$ cat src/hw/gtc_pkg.sv
// Package of constants and types for the general timer counter core.
package gtc_pkg;
	// ==========================================================
	// Register byte offsets
	localparam logic [7:0] GTC_OFF_CTRL   = 8'h00;
	localparam logic [7:0] GTC_OFF_SMCFG  = 8'h08;
	localparam logic [7:0] GTC_OFF_STATUS = 8'h10;
	localparam logic [7:0] GTC_OFF_SWEV   = 8'h14;
	localparam logic [7:0] GTC_OFF_CNT    = 8'h24;
	localparam logic [7:0] GTC_OFF_PSC    = 8'h28;
	localparam logic [7:0] GTC_OFF_CAR    = 8'h2C;
	// ==========================================================
	// Field positions
	localparam int GTC_CTRL_CEN   = 0;
	localparam int GTC_CTRL_UPDATE_DISABLE = 1;
	localparam int GTC_CTRL_DIR   = 4;
	localparam int GTC_CTRL_CAM   = 5;
	localparam int GTC_CTRL_RELOAD_SHADOW_ENABLE  = 7;
	localparam int GTC_SM_SMC     = 0;
	localparam int GTC_SM_TRIGGER_SELECT    = 4;
	localparam int GTC_SM_FLT     = 8;
	localparam int GTC_SM_POL     = 12;
	localparam int GTC_SM_EXTERNAL_CLOCK_MODE1_ENABLE    = 14;
	localparam int GTC_ST_UPF     = 0;
	localparam int GTC_SW_UPG     = 0;
	// ==========================================================
	// Encodings and reset values
	localparam logic [2:0] GTC_SMC_INT  = 3'h0;
	localparam logic [2:0] GTC_SMC_EXT0 = 3'h7;
	localparam logic [2:0] GTC_TRG_CI0A = 3'h4;
	localparam logic [2:0] GTC_TRG_CI0  = 3'h5;
	localparam logic [2:0] GTC_TRG_CI1  = 3'h6;
	localparam logic [2:0] GTC_TRG_ETI  = 3'h7;
	localparam logic [1:0] GTC_CAM_EDGE = 2'h0;
	localparam logic [15:0] GTC_RST_CAR = 16'hFFFF;
	localparam logic [15:0] GTC_RST_ZERO = 16'h0000;
	localparam logic [15:0] GTC_ONE16    = 16'h0001;

	typedef struct packed {
		logic       reloadShadowEnable;
		logic [1:0] alignMode;
		logic       direction;
		logic       updateDisable;
		logic       counterEnable;
	} gtc_ctrl_t;

	typedef struct packed {
		logic       externalClockMode1Enable;
		logic       edgeFalling;
		logic [3:0] filterLength;
		logic [2:0] triggerSelect;
		logic [2:0] slaveModeSelect;
	} gtc_smcfg_t;
endpackage

$ cat src/hw/gtc_core.sv
// General timer counter core with clock selection and a Wishbone slave.
`timescale 1ns/10ps
`default_nettype none

// Notes on behaviour
// Counter is an unsigned 16-bit register wrapping within the reload range.
// Slave mode zero clocks the prescaler from the kernel clock.
// Slave modes four, five and six also use the kernel clock.
// Slave modes one, two, three and seven use the trigger-selected source.
// Mode seven, trigger four to six: count channel input zero or one edges.
// Mode seven, trigger zero to three: count internal trigger rising edges.
// External clock mode 1 set: count edges of the external trigger pin.
// Mode seven with trigger seven also selects the external trigger.
// External trigger is filtered; one pulse per filtered rising edge.
// Prescaler divides by value plus one, range 1 to 65536.
// New prescaler value is held and applied at the next update.
// Counter clock pulses occur only while counter enable is set.
// Up mode counts 0 to reload, restarts at 0, update on overflow.
// Software writes direction 0 to select up counting.
// Update generate in up mode clears the counter and updates.
// Down mode counts reload to 0, reloads, update on underflow.
// Software writes direction 1 to select down counting.
// Update generate in down mode loads the reload value and updates.
// Update disable suppresses all update events.
// Every update copies pending reload and prescaler into active shadows.
// Center mode alternates up and down; direction read-only there.
// Reload shadow clear: reload acts at once; set: at next update.
// Update flag set by hardware on each update, cleared by software.
module gtc_core
	import gtc_pkg::*;
#(
	parameter int CNT_W = 16,
	parameter int ADR_W = 8
) (
	input  wire logic               ref_clk,
	input  wire logic               rstn,
	input  wire logic               clkEn,
	input  wire logic               wb_cyc_i,
	input  wire logic               wb_stb_i,
	input  wire logic               wb_we_i,
	input  wire logic [ADR_W-1:0]   wb_adr_i,
	input  wire logic [3:0]         wb_sel_i,
	input  wire logic [31:0]        wb_dat_i,
	output logic      [31:0]        wb_dat_o,
	output logic                    wb_ack_o,
	input  wire logic               external_trigger_input,
	input  wire logic               channel_input_zero,
	input  wire logic               channel_input_one,
	input  wire logic [3:0]         internal_trigger_input,
	output logic      [CNT_W-1:0]   counterValue,
	output logic                    updateEvent,
	output logic                    countingDown
);
	initial begin
		if (CNT_W != 16) begin
			$error("gtc_core supports only a 16-bit counter");
		end
		if (ADR_W < 8) begin
			$error("gtc_core needs at least 8 address bits");
		end
	end

	// ==========================================================
	// Register state
	gtc_ctrl_t        ctrl;
	gtc_smcfg_t       smcfg;
	logic             update_flag;
	logic [15:0]      prescaler_value;
	logic [15:0]      pscActive;
	logic [15:0]      pscCount;
	logic [15:0]      counter_reload_value;
	logic [15:0]      carShadow;
	logic [15:0]      cnt;
	logic             downFlag;

	logic             busReq;
	logic             wrReq;
	logic [7:0]       regAdr;
	logic             update_generate;
	logic             upEventRaw;
	logic             updateNow;
	logic             counter_clock;
	logic             prescaler_input_clock;
	logic [15:0]      carEff;
	logic             centerMode;

	assign busReq = wb_cyc_i & wb_stb_i & ~wb_ack_o;
	assign wrReq = busReq & wb_we_i;
	assign regAdr = wb_adr_i[7:0];
	assign update_generate = wrReq & (regAdr == GTC_OFF_SWEV) & wb_sel_i[0]
		& wb_dat_i[GTC_SW_UPG];

	function automatic logic [15:0] mergeLow(
		input logic [15:0] oldVal,
		input logic [31:0] newVal,
		input logic [3:0]  sel
	);
		logic [15:0] r;
		r = oldVal;
		if (sel[0]) begin
			r[7:0] = newVal[7:0];
		end
		if (sel[1]) begin
			r[15:8] = newVal[15:8];
		end
		return r;
	endfunction

	// ==========================================================
	// Pin synchronisers and external trigger filter
	logic [2:0] pinSync1;
	logic [2:0] pinSync2;
	logic [2:0] pinPrev;
	logic [3:0] fltCount;
	logic       etiFilt;
	logic       etiFiltPrev;
	logic [3:0] itiPrev;

	always_ff @(posedge ref_clk or negedge rstn) begin
		if (!rstn) begin
			pinSync1 <= 3'h0;
			pinSync2 <= 3'h0;
		end else if (clkEn) begin
			pinSync1 <= {channel_input_one, channel_input_zero,
				external_trigger_input};
			pinSync2 <= pinSync1;
		end
	end

	always_ff @(posedge ref_clk or negedge rstn) begin
		if (!rstn) begin
			pinPrev <= 3'h0;
			itiPrev <= 4'h0;
			etiFiltPrev <= 1'b0;
		end else if (clkEn) begin
			pinPrev <= pinSync2;
			itiPrev <= internal_trigger_input;
			etiFiltPrev <= etiFilt;
		end
	end

	// A level must hold for filterLength extra samples before it passes.
	always_ff @(posedge ref_clk or negedge rstn) begin
		if (!rstn) begin
			fltCount <= 4'h0;
			etiFilt <= 1'b0;
		end else if (clkEn) begin
			if (pinSync2[0] == etiFilt) begin
				fltCount <= 4'h0;
			end else if (fltCount >= smcfg.filterLength) begin
				etiFilt <= pinSync2[0];
				fltCount <= 4'h0;
			end else begin
				fltCount <= fltCount + 4'h1;
			end
		end
	end

	// ==========================================================
	// Clock source selection
	logic       etiRise;
	logic       ci0Any;
	logic       ci0Edge;
	logic       ci1Edge;
	logic [3:0] itiRise;
	logic       extSel;
	logic       trgTick;

	assign etiRise = etiFilt & ~etiFiltPrev;
	assign ci0Any = pinSync2[1] ^ pinPrev[1];
	assign ci0Edge = smcfg.edgeFalling ? (pinPrev[1] & ~pinSync2[1])
		: (pinSync2[1] & ~pinPrev[1]);
	assign ci1Edge = smcfg.edgeFalling ? (pinPrev[2] & ~pinSync2[2])
		: (pinSync2[2] & ~pinPrev[2]);
	assign itiRise = internal_trigger_input & ~itiPrev;

	always_comb begin
		extSel = 1'b0;
		unique case (smcfg.slaveModeSelect)
			GTC_SMC_INT: extSel = 1'b0;
			3'h1, 3'h2, 3'h3, GTC_SMC_EXT0: extSel = 1'b1;
			3'h4, 3'h5, 3'h6: extSel = 1'b0;
		endcase
	end

	always_comb begin
		trgTick = 1'b0;
		unique case (smcfg.triggerSelect)
			3'h0, 3'h1, 3'h2, 3'h3:
				trgTick = itiRise[smcfg.triggerSelect[1:0]];
			GTC_TRG_CI0A: trgTick = ci0Any;
			GTC_TRG_CI0: trgTick = ci0Edge;
			GTC_TRG_CI1: trgTick = ci1Edge;
			GTC_TRG_ETI: trgTick = etiRise;
		endcase
	end

	always_comb begin
		if (smcfg.externalClockMode1Enable) begin
			prescaler_input_clock = etiRise;
		end else if (extSel) begin
			prescaler_input_clock = trgTick;
		end else begin
			prescaler_input_clock = 1'b1;
		end
	end

	// ==========================================================
	// Prescaler
	assign counter_clock = ctrl.counterEnable & prescaler_input_clock
		& (pscCount == pscActive);

	always_ff @(posedge ref_clk or negedge rstn) begin
		if (!rstn) begin
			pscCount <= GTC_RST_ZERO;
		end else if (clkEn) begin
			if (updateNow) begin
				pscCount <= GTC_RST_ZERO;
			end else if (ctrl.counterEnable & prescaler_input_clock) begin
				pscCount <= counter_clock ? GTC_RST_ZERO
					: pscCount + GTC_ONE16;
			end
		end
	end

	always_ff @(posedge ref_clk or negedge rstn) begin
		if (!rstn) begin
			pscActive <= GTC_RST_ZERO;
		end else if (clkEn && updateNow) begin
			pscActive <= prescaler_value;
		end
	end

	always_ff @(posedge ref_clk or negedge rstn) begin
		if (!rstn) begin
			carShadow <= GTC_RST_CAR;
		end else if (clkEn && updateNow) begin
			carShadow <= counter_reload_value;
		end
	end

	// Without shadowing the written value steers the counter at once.
	assign carEff = ctrl.reloadShadowEnable ? carShadow
		: counter_reload_value;
	assign centerMode = ctrl.alignMode != GTC_CAM_EDGE;

	// ==========================================================
	// Counter
	always_comb begin
		upEventRaw = 1'b0;
		if (counter_clock) begin
			if (centerMode) begin
				upEventRaw = downFlag ? (cnt == GTC_ONE16)
					: (cnt == carEff - GTC_ONE16);
			end else if (ctrl.direction) begin
				upEventRaw = cnt == GTC_RST_ZERO;
			end else begin
				upEventRaw = cnt >= carEff;
			end
		end
	end

	assign updateNow = ~ctrl.updateDisable
		& (upEventRaw | update_generate);

	always_ff @(posedge ref_clk or negedge rstn) begin
		if (!rstn) begin
			cnt <= GTC_RST_ZERO;
			downFlag <= 1'b0;
		end else if (clkEn) begin
			if (update_generate) begin
				if (!centerMode && ctrl.direction) begin
					cnt <= carEff;
				end else begin
					cnt <= GTC_RST_ZERO;
				end
			end else if (counter_clock) begin
				if (centerMode) begin
					if (downFlag) begin
						cnt <= cnt - GTC_ONE16;
						downFlag <= cnt != GTC_ONE16;
					end else begin
						cnt <= cnt + GTC_ONE16;
						downFlag <= cnt == carEff - GTC_ONE16;
					end
				end else if (ctrl.direction) begin
					downFlag <= 1'b1;
					cnt <= (cnt == GTC_RST_ZERO) ? carEff
						: cnt - GTC_ONE16;
				end else begin
					downFlag <= 1'b0;
					cnt <= (cnt >= carEff) ? GTC_RST_ZERO
						: cnt + GTC_ONE16;
				end
			end else if (wrReq && regAdr == GTC_OFF_CNT) begin
				cnt <= mergeLow(cnt, wb_dat_i, wb_sel_i);
			end
		end
	end

	// ==========================================================
	// Software registers
	always_ff @(posedge ref_clk or negedge rstn) begin
		if (!rstn) begin
			ctrl <= '0;
			smcfg <= '0;
		end else if (clkEn && wrReq) begin
			if (regAdr == GTC_OFF_CTRL && wb_sel_i[0]) begin
				ctrl.counterEnable <= wb_dat_i[GTC_CTRL_CEN];
				ctrl.updateDisable <= wb_dat_i[GTC_CTRL_UPDATE_DISABLE];
				ctrl.direction <= wb_dat_i[GTC_CTRL_DIR];
				ctrl.alignMode <= wb_dat_i[GTC_CTRL_CAM +: 2];
				ctrl.reloadShadowEnable <= wb_dat_i[GTC_CTRL_RELOAD_SHADOW_ENABLE];
			end
			if (regAdr == GTC_OFF_SMCFG && wb_sel_i[0]) begin
				smcfg.slaveModeSelect <= wb_dat_i[GTC_SM_SMC +: 3];
				smcfg.triggerSelect <= wb_dat_i[GTC_SM_TRIGGER_SELECT +: 3];
			end
			if (regAdr == GTC_OFF_SMCFG && wb_sel_i[1]) begin
				smcfg.filterLength <= wb_dat_i[GTC_SM_FLT +: 4];
				smcfg.edgeFalling <= wb_dat_i[GTC_SM_POL];
				smcfg.externalClockMode1Enable <= wb_dat_i[GTC_SM_EXTERNAL_CLOCK_MODE1_ENABLE];
			end
		end
	end

	always_ff @(posedge ref_clk or negedge rstn) begin
		if (!rstn) begin
			prescaler_value <= GTC_RST_ZERO;
			counter_reload_value <= GTC_RST_CAR;
		end else if (clkEn && wrReq) begin
			if (regAdr == GTC_OFF_PSC) begin
				prescaler_value <= mergeLow(prescaler_value, wb_dat_i,
					wb_sel_i);
			end
			if (regAdr == GTC_OFF_CAR) begin
				counter_reload_value <= mergeLow(counter_reload_value,
					wb_dat_i, wb_sel_i);
			end
		end
	end

	// An update in the same cycle as a clearing write keeps the flag set.
	always_ff @(posedge ref_clk or negedge rstn) begin
		if (!rstn) begin
			update_flag <= 1'b0;
		end else if (clkEn) begin
			if (updateNow) begin
				update_flag <= 1'b1;
			end else if (wrReq && regAdr == GTC_OFF_STATUS && wb_sel_i[0]
					&& !wb_dat_i[GTC_ST_UPF]) begin
				update_flag <= 1'b0;
			end
		end
	end

	// ==========================================================
	// Wishbone answer
	logic [31:0] next_rdData;

	always_comb begin
		next_rdData = 32'h0000_0000;
		unique case (regAdr)
			GTC_OFF_CTRL: begin
				next_rdData[GTC_CTRL_CEN] = ctrl.counterEnable;
				next_rdData[GTC_CTRL_UPDATE_DISABLE] = ctrl.updateDisable;
				next_rdData[GTC_CTRL_DIR] = centerMode ? downFlag
					: ctrl.direction;
				next_rdData[GTC_CTRL_CAM +: 2] = ctrl.alignMode;
				next_rdData[GTC_CTRL_RELOAD_SHADOW_ENABLE] = ctrl.reloadShadowEnable;
			end
			GTC_OFF_SMCFG: begin
				next_rdData[GTC_SM_SMC +: 3] = smcfg.slaveModeSelect;
				next_rdData[GTC_SM_TRIGGER_SELECT +: 3] = smcfg.triggerSelect;
				next_rdData[GTC_SM_FLT +: 4] = smcfg.filterLength;
				next_rdData[GTC_SM_POL] = smcfg.edgeFalling;
				next_rdData[GTC_SM_EXTERNAL_CLOCK_MODE1_ENABLE] = smcfg.externalClockMode1Enable;
			end
			GTC_OFF_STATUS: next_rdData[GTC_ST_UPF] = update_flag;
			GTC_OFF_CNT: next_rdData[15:0] = cnt;
			GTC_OFF_PSC: next_rdData[15:0] = prescaler_value;
			GTC_OFF_CAR: next_rdData[15:0] = counter_reload_value;
			default: next_rdData = 32'h0000_0000;
		endcase
	end

	always_ff @(posedge ref_clk or negedge rstn) begin
		if (!rstn) begin
			wb_ack_o <= 1'b0;
			wb_dat_o <= 32'h0000_0000;
		end else if (clkEn) begin
			wb_ack_o <= busReq;
			if (busReq && !wb_we_i) begin
				wb_dat_o <= next_rdData;
			end
		end
	end

	// ==========================================================
	// Status outputs
	always_ff @(posedge ref_clk or negedge rstn) begin
		if (!rstn) begin
			updateEvent <= 1'b0;
		end else if (clkEn) begin
			updateEvent <= updateNow;
		end
	end

	assign counterValue = cnt;
	assign countingDown = downFlag;
endmodule

`default_nettype wire

$ cat config.mk
export PLATFORM = sky130hd
export DESIGN_NAME = gtc_core
export DESIGN_NICKNAME = d
export VERILOG_FILES = /design/src/hw/gtc_pkg.sv /design/src/hw/gtc_core.sv
export SDC_FILE = /design/constraint.sdc
export NUM_CORES = 1
export LEC_CHECK = 0
export BUFFER_PORTS_ARGS = -buffer_cell sky130_fd_sc_hd__buf_2
export CAP_MARGIN = 25
export CORE_ASPECT_RATIO = 0.75
export CORE_UTILIZATION = 55
export DETAILED_ROUTE_END_ITERATION = 6
export PLACE_DENSITY = 0.86
export SYNTH_ARGS = -nofsm -noshare
export SYNTH_HDL_FRONTEND = slang
export SYNTH_SLANG_ARGS = --single-unit
$ cat constraint.sdc
create_clock -name ref_clk -period 7.3 [get_ports ref_clk]
set_input_delay 2.19 -clock ref_clk [delete_from_list [all_inputs] [get_ports ref_clk]]
set_output_delay 2.19 -clock ref_clk [all_outputs]
set_load 0.03 [all_outputs]
==> out/results.md <==
* 5.44 ns — arrival time at the worst endpoint
* 152 — synthesis-stage register bit count
* 0.0109 sq mm — cell area after layout
* 1369 — Fill cells
* 41 — standard-cell rows
* 22.7% — fraction of layout cells with a size suffix above 1
* 0 — count of synthesis-stage warnings from yosys
* 25 — largest fanout of any net on the critical path
* register — kind of start point of the critical path
* clkbuf_16 — Root Buffer
* 0 ns — setup TNS
* 73 — port buffer count
* 109 — pin count of the biggest net entering global routing
* 0.971 — weighted congestion reported at the end of routability-driven placement
* 108 — Top Ports
* 9.70 sq um — mean instance size in the synthesized netlist
* false — setup repair after global routing missed its margin
* 0 — number of antenna diodes
* 0.0170 sq mm — core outline area
* 57.1% — effective utilization at floorplan
* 63.8% — Util after Layout
* 11.8% — area added between synthesis and finish
* 28.1 mm — wire length reported by the detailed router
* 25.0% — max_slew headroom
* 7.61 ns — Required @ worst endpoint
* 1 — worst hold path cell count
* dfrtp_1 — leading register cell type out of synthesis
* 0 — max-cap viol count
* 31.9% — overall fraction of global-route tracks in use
* reg -> reg — Hold WC Path Type
* 0.00548 sq mm — Multi-input gate area
* yes — clock tree from TritonCTS
* reg -> reg — classification of the worst setup path
* 0.00972 sq mm — synthesized cell area
* 0.44 ns — worst skew pair latency
* 8603 — total number of vias
* 0.0102 sq mm — post-place instance area
* 6.60 — post-DR vias/cell
* 195 MHz — highest clock frequency the design can meet
* 0 — Post CTS Setup Buffer Count
* dfrtp_1 — area leader, netlist
* dfrtp_1, dfstp_2, mux2_2 — top cells by area in the synthesized netlist
* 1.12 ns — slew at the pin with the worst max-slew slack
* 2 — largest buffer count on any clock path
* 30.9% — fraction of post-synthesis cell area in the top cell type by area
* 7991 — vias in the first global route
* 186 mW/mm^2 — power density over cell area
* 0 — final hold vios
* 0.00500 uW — leakage dissipation
* 0 — total gr overflow
* 4 — H-tree levels
* 0.0132 ns — clock tree skew after final layout
* 19.7 mm — sum of net half-perimeters after detailed placement
* 0 — cts-stage hold buffer count
* 0 — DRT antenna net count
* 73 — unique cell type count in the Yosys netlist
* 44.0 mm — wire length of the first global-routing pass
* 0.00384 sq mm — total area of sequential cells
* 5.13 ns — final critical delay including setup and external delays
* 6 — first-pass iteration count of the detailed router
* 117 microns — Vert. Die Dim
* 152 — Clock Sinks
* dfrtp_1, nand2_1, mux2_2 — leading cell types by count after synthesis
* 1002 — synthesized netlist cell count
* 0 — number of gates resized after cts
* 100% — FFs w/ async S/R, synth
* dfrtp_1 — top-count cell post-synth
* 0.0182 sq mm — Die Footprint
* 0 — antenna violations before repair
* 70.3% — final cycle utilization of the critical path
* 0 — detailed-route DRC error count
* 0.07 ns — clock-pin transition on the worst setup and hold timing paths
* 1139 — final-stage net count
* 21.6 microns — detailed-route wire length per cell
* 9 — number of cells traversed by the worst register-to-register path
* 0.131 mV — peak ir drop on the vdd network
* complete, no violations — status
* 0 — number of flops mapped to enable cells by yosys
* 156 microns — Die X
* 0 — final setup violating endpoints
* 971 — Iteration-0 DRC Markers
* register — category of the worst setup path capture point
* 17 — clock buffer count from CTS
* 39.5% — sequential cell area fraction in the yosys report
* 0 — max-slew violations
state kept, by name, indices dropped and copies added (netlist names), 2 cells and up:
| register | flops |
|---|---|
| itiPrev | 4 |
| ctrl | 6 |
| pinSync2 | 3 |
| carShadow | 16 |
| counter_reload_value | 16 |
| counterValue | 16 |
| pscCount | 16 |
| pinSync1 | 3 |
| pscActive | 16 |
| wb_dat_o | 16 |
| pinPrev | 2 |
| prescaler_value | 16 |
| smcfg | 12 |
| fltCount | 4 |
routing by layer:
| metal | track usage, % | vias to the layer above | share of wire (%) |
|---|---|---|---|
| li1 | - | 3785 | - |
| met1 | 43.7 | 4145 | 43 |
| met3 | 10.2 | 110 | 12 |
| met5 | 0 | - | 0 |
| met2 | 48.1 | 563 | 42 |
| met4 | 11.0 | 0 | 3.3 |
critical path: stages, from the launching register on:
cell and delay (ns):
dfrtp_1 0.58, or4_1 0.66, a222oi_1 1.00, nand4_1 0.18
or3b_1 0.38, o311a_1 0.13, or4_4 0.59, a211oi_4 0.60
buf_4 0.47, mux2_1 0.37
placed cells by master, fill, tap and decap left out, types with 7 or more instances in the layout:
cell,synthesis,routed
a222oi_1,9,9
xnor2_1,28,28
nand2_1,74,74
dfstp_2,32,32
o21ai_0,55,55
a21oi_1,49,49
mux2_1,28,28
dfrtp_1,120,120
nor3_1,33,33
a211o_1,12,12
buf_2,4,72
and2_1,7,7
and3_1,20,20
or2_2,8,8
conb_1,1,16
or4_1,9,9
nor4_1,14,13
ha_1,28,28
a31oi_1,15,15
a21o_1,16,16
nand3_1,39,39
or3_1,9,9
buf_4,20,13
mux2i_1,27,27
xor2_1,35,35
nor2_1,44,44
mux2_2,72,72
inv_1,32,32
clkbuf_16,0,17
a211oi_1,12,12
nand2b_1,7,7
logic make-up (layout without fill, tap and decap cells):
family / after synthesis / count (layout) / synth area share [%]
simple gates: 293 / 293 / 15.6
buf+inv: 102 / 152 / 4.76
compound gates: 235 / 235 / 16.3
other cells: 1 / 16 / 0.0386
mux: 127 / 127 / 14.4
fa+ha+maj: 29 / 29 / 3.71
xor+xnor: 63 / 63 / 5.68
flops: 152 / 152 / 39.5
cell type report:
class | instances | area share [%]
multi-input combinational | 763 | 50.4
inverter | 32 | 1.11
clock inverter | 15 | 1.89
clock buffer | 17 | 3.91
tap | 236 | 2.72
sequential | 152 | 35.4
timing repair buffer | 88 | 4.62
final timing paths:
kind                                           endpoint  slack, ns        start
worst max-delay path                       pscActive[1]       2.17      ctrl[5]
worst min-delay path                        updateEvent       0.48  updateEvent
worst max register to register             pscActive[1]       2.17      ctrl[5]
worst min register to register              updateEvent       0.48  updateEvent
max in group asynchronous       counter_reload_value[2]       4.45         rstn
min in group asynchronous           prescaler_value[15]       1.53         rstn
report_power, final:
group | total, uW | switching, uW | internal, uW | leakage [uW]
sequential | 893 | 31.8 | 861 | 0.00195
clock | 937 | 411 | 525 | 0.000298
combinational | 187 | 121 | 66.4 | 0.00276
total | 2020 | 564 | 1450 | 0.00500
stage by stage:
step,power (uW),hold slack [ns],instances,setup WS (ns)
finish,2020,0.481,1303,2.17
global route,2080,0.507,1303,1.92
CTS,2010,0.484,1299,2.21
detailed placement,1090,0.466,1267,1.89
global placement,1080,0.453,1267,2.00
floorplan,1020,0.449,1017,2.55
No activity file was read; power rests on OpenSTA's default activity.
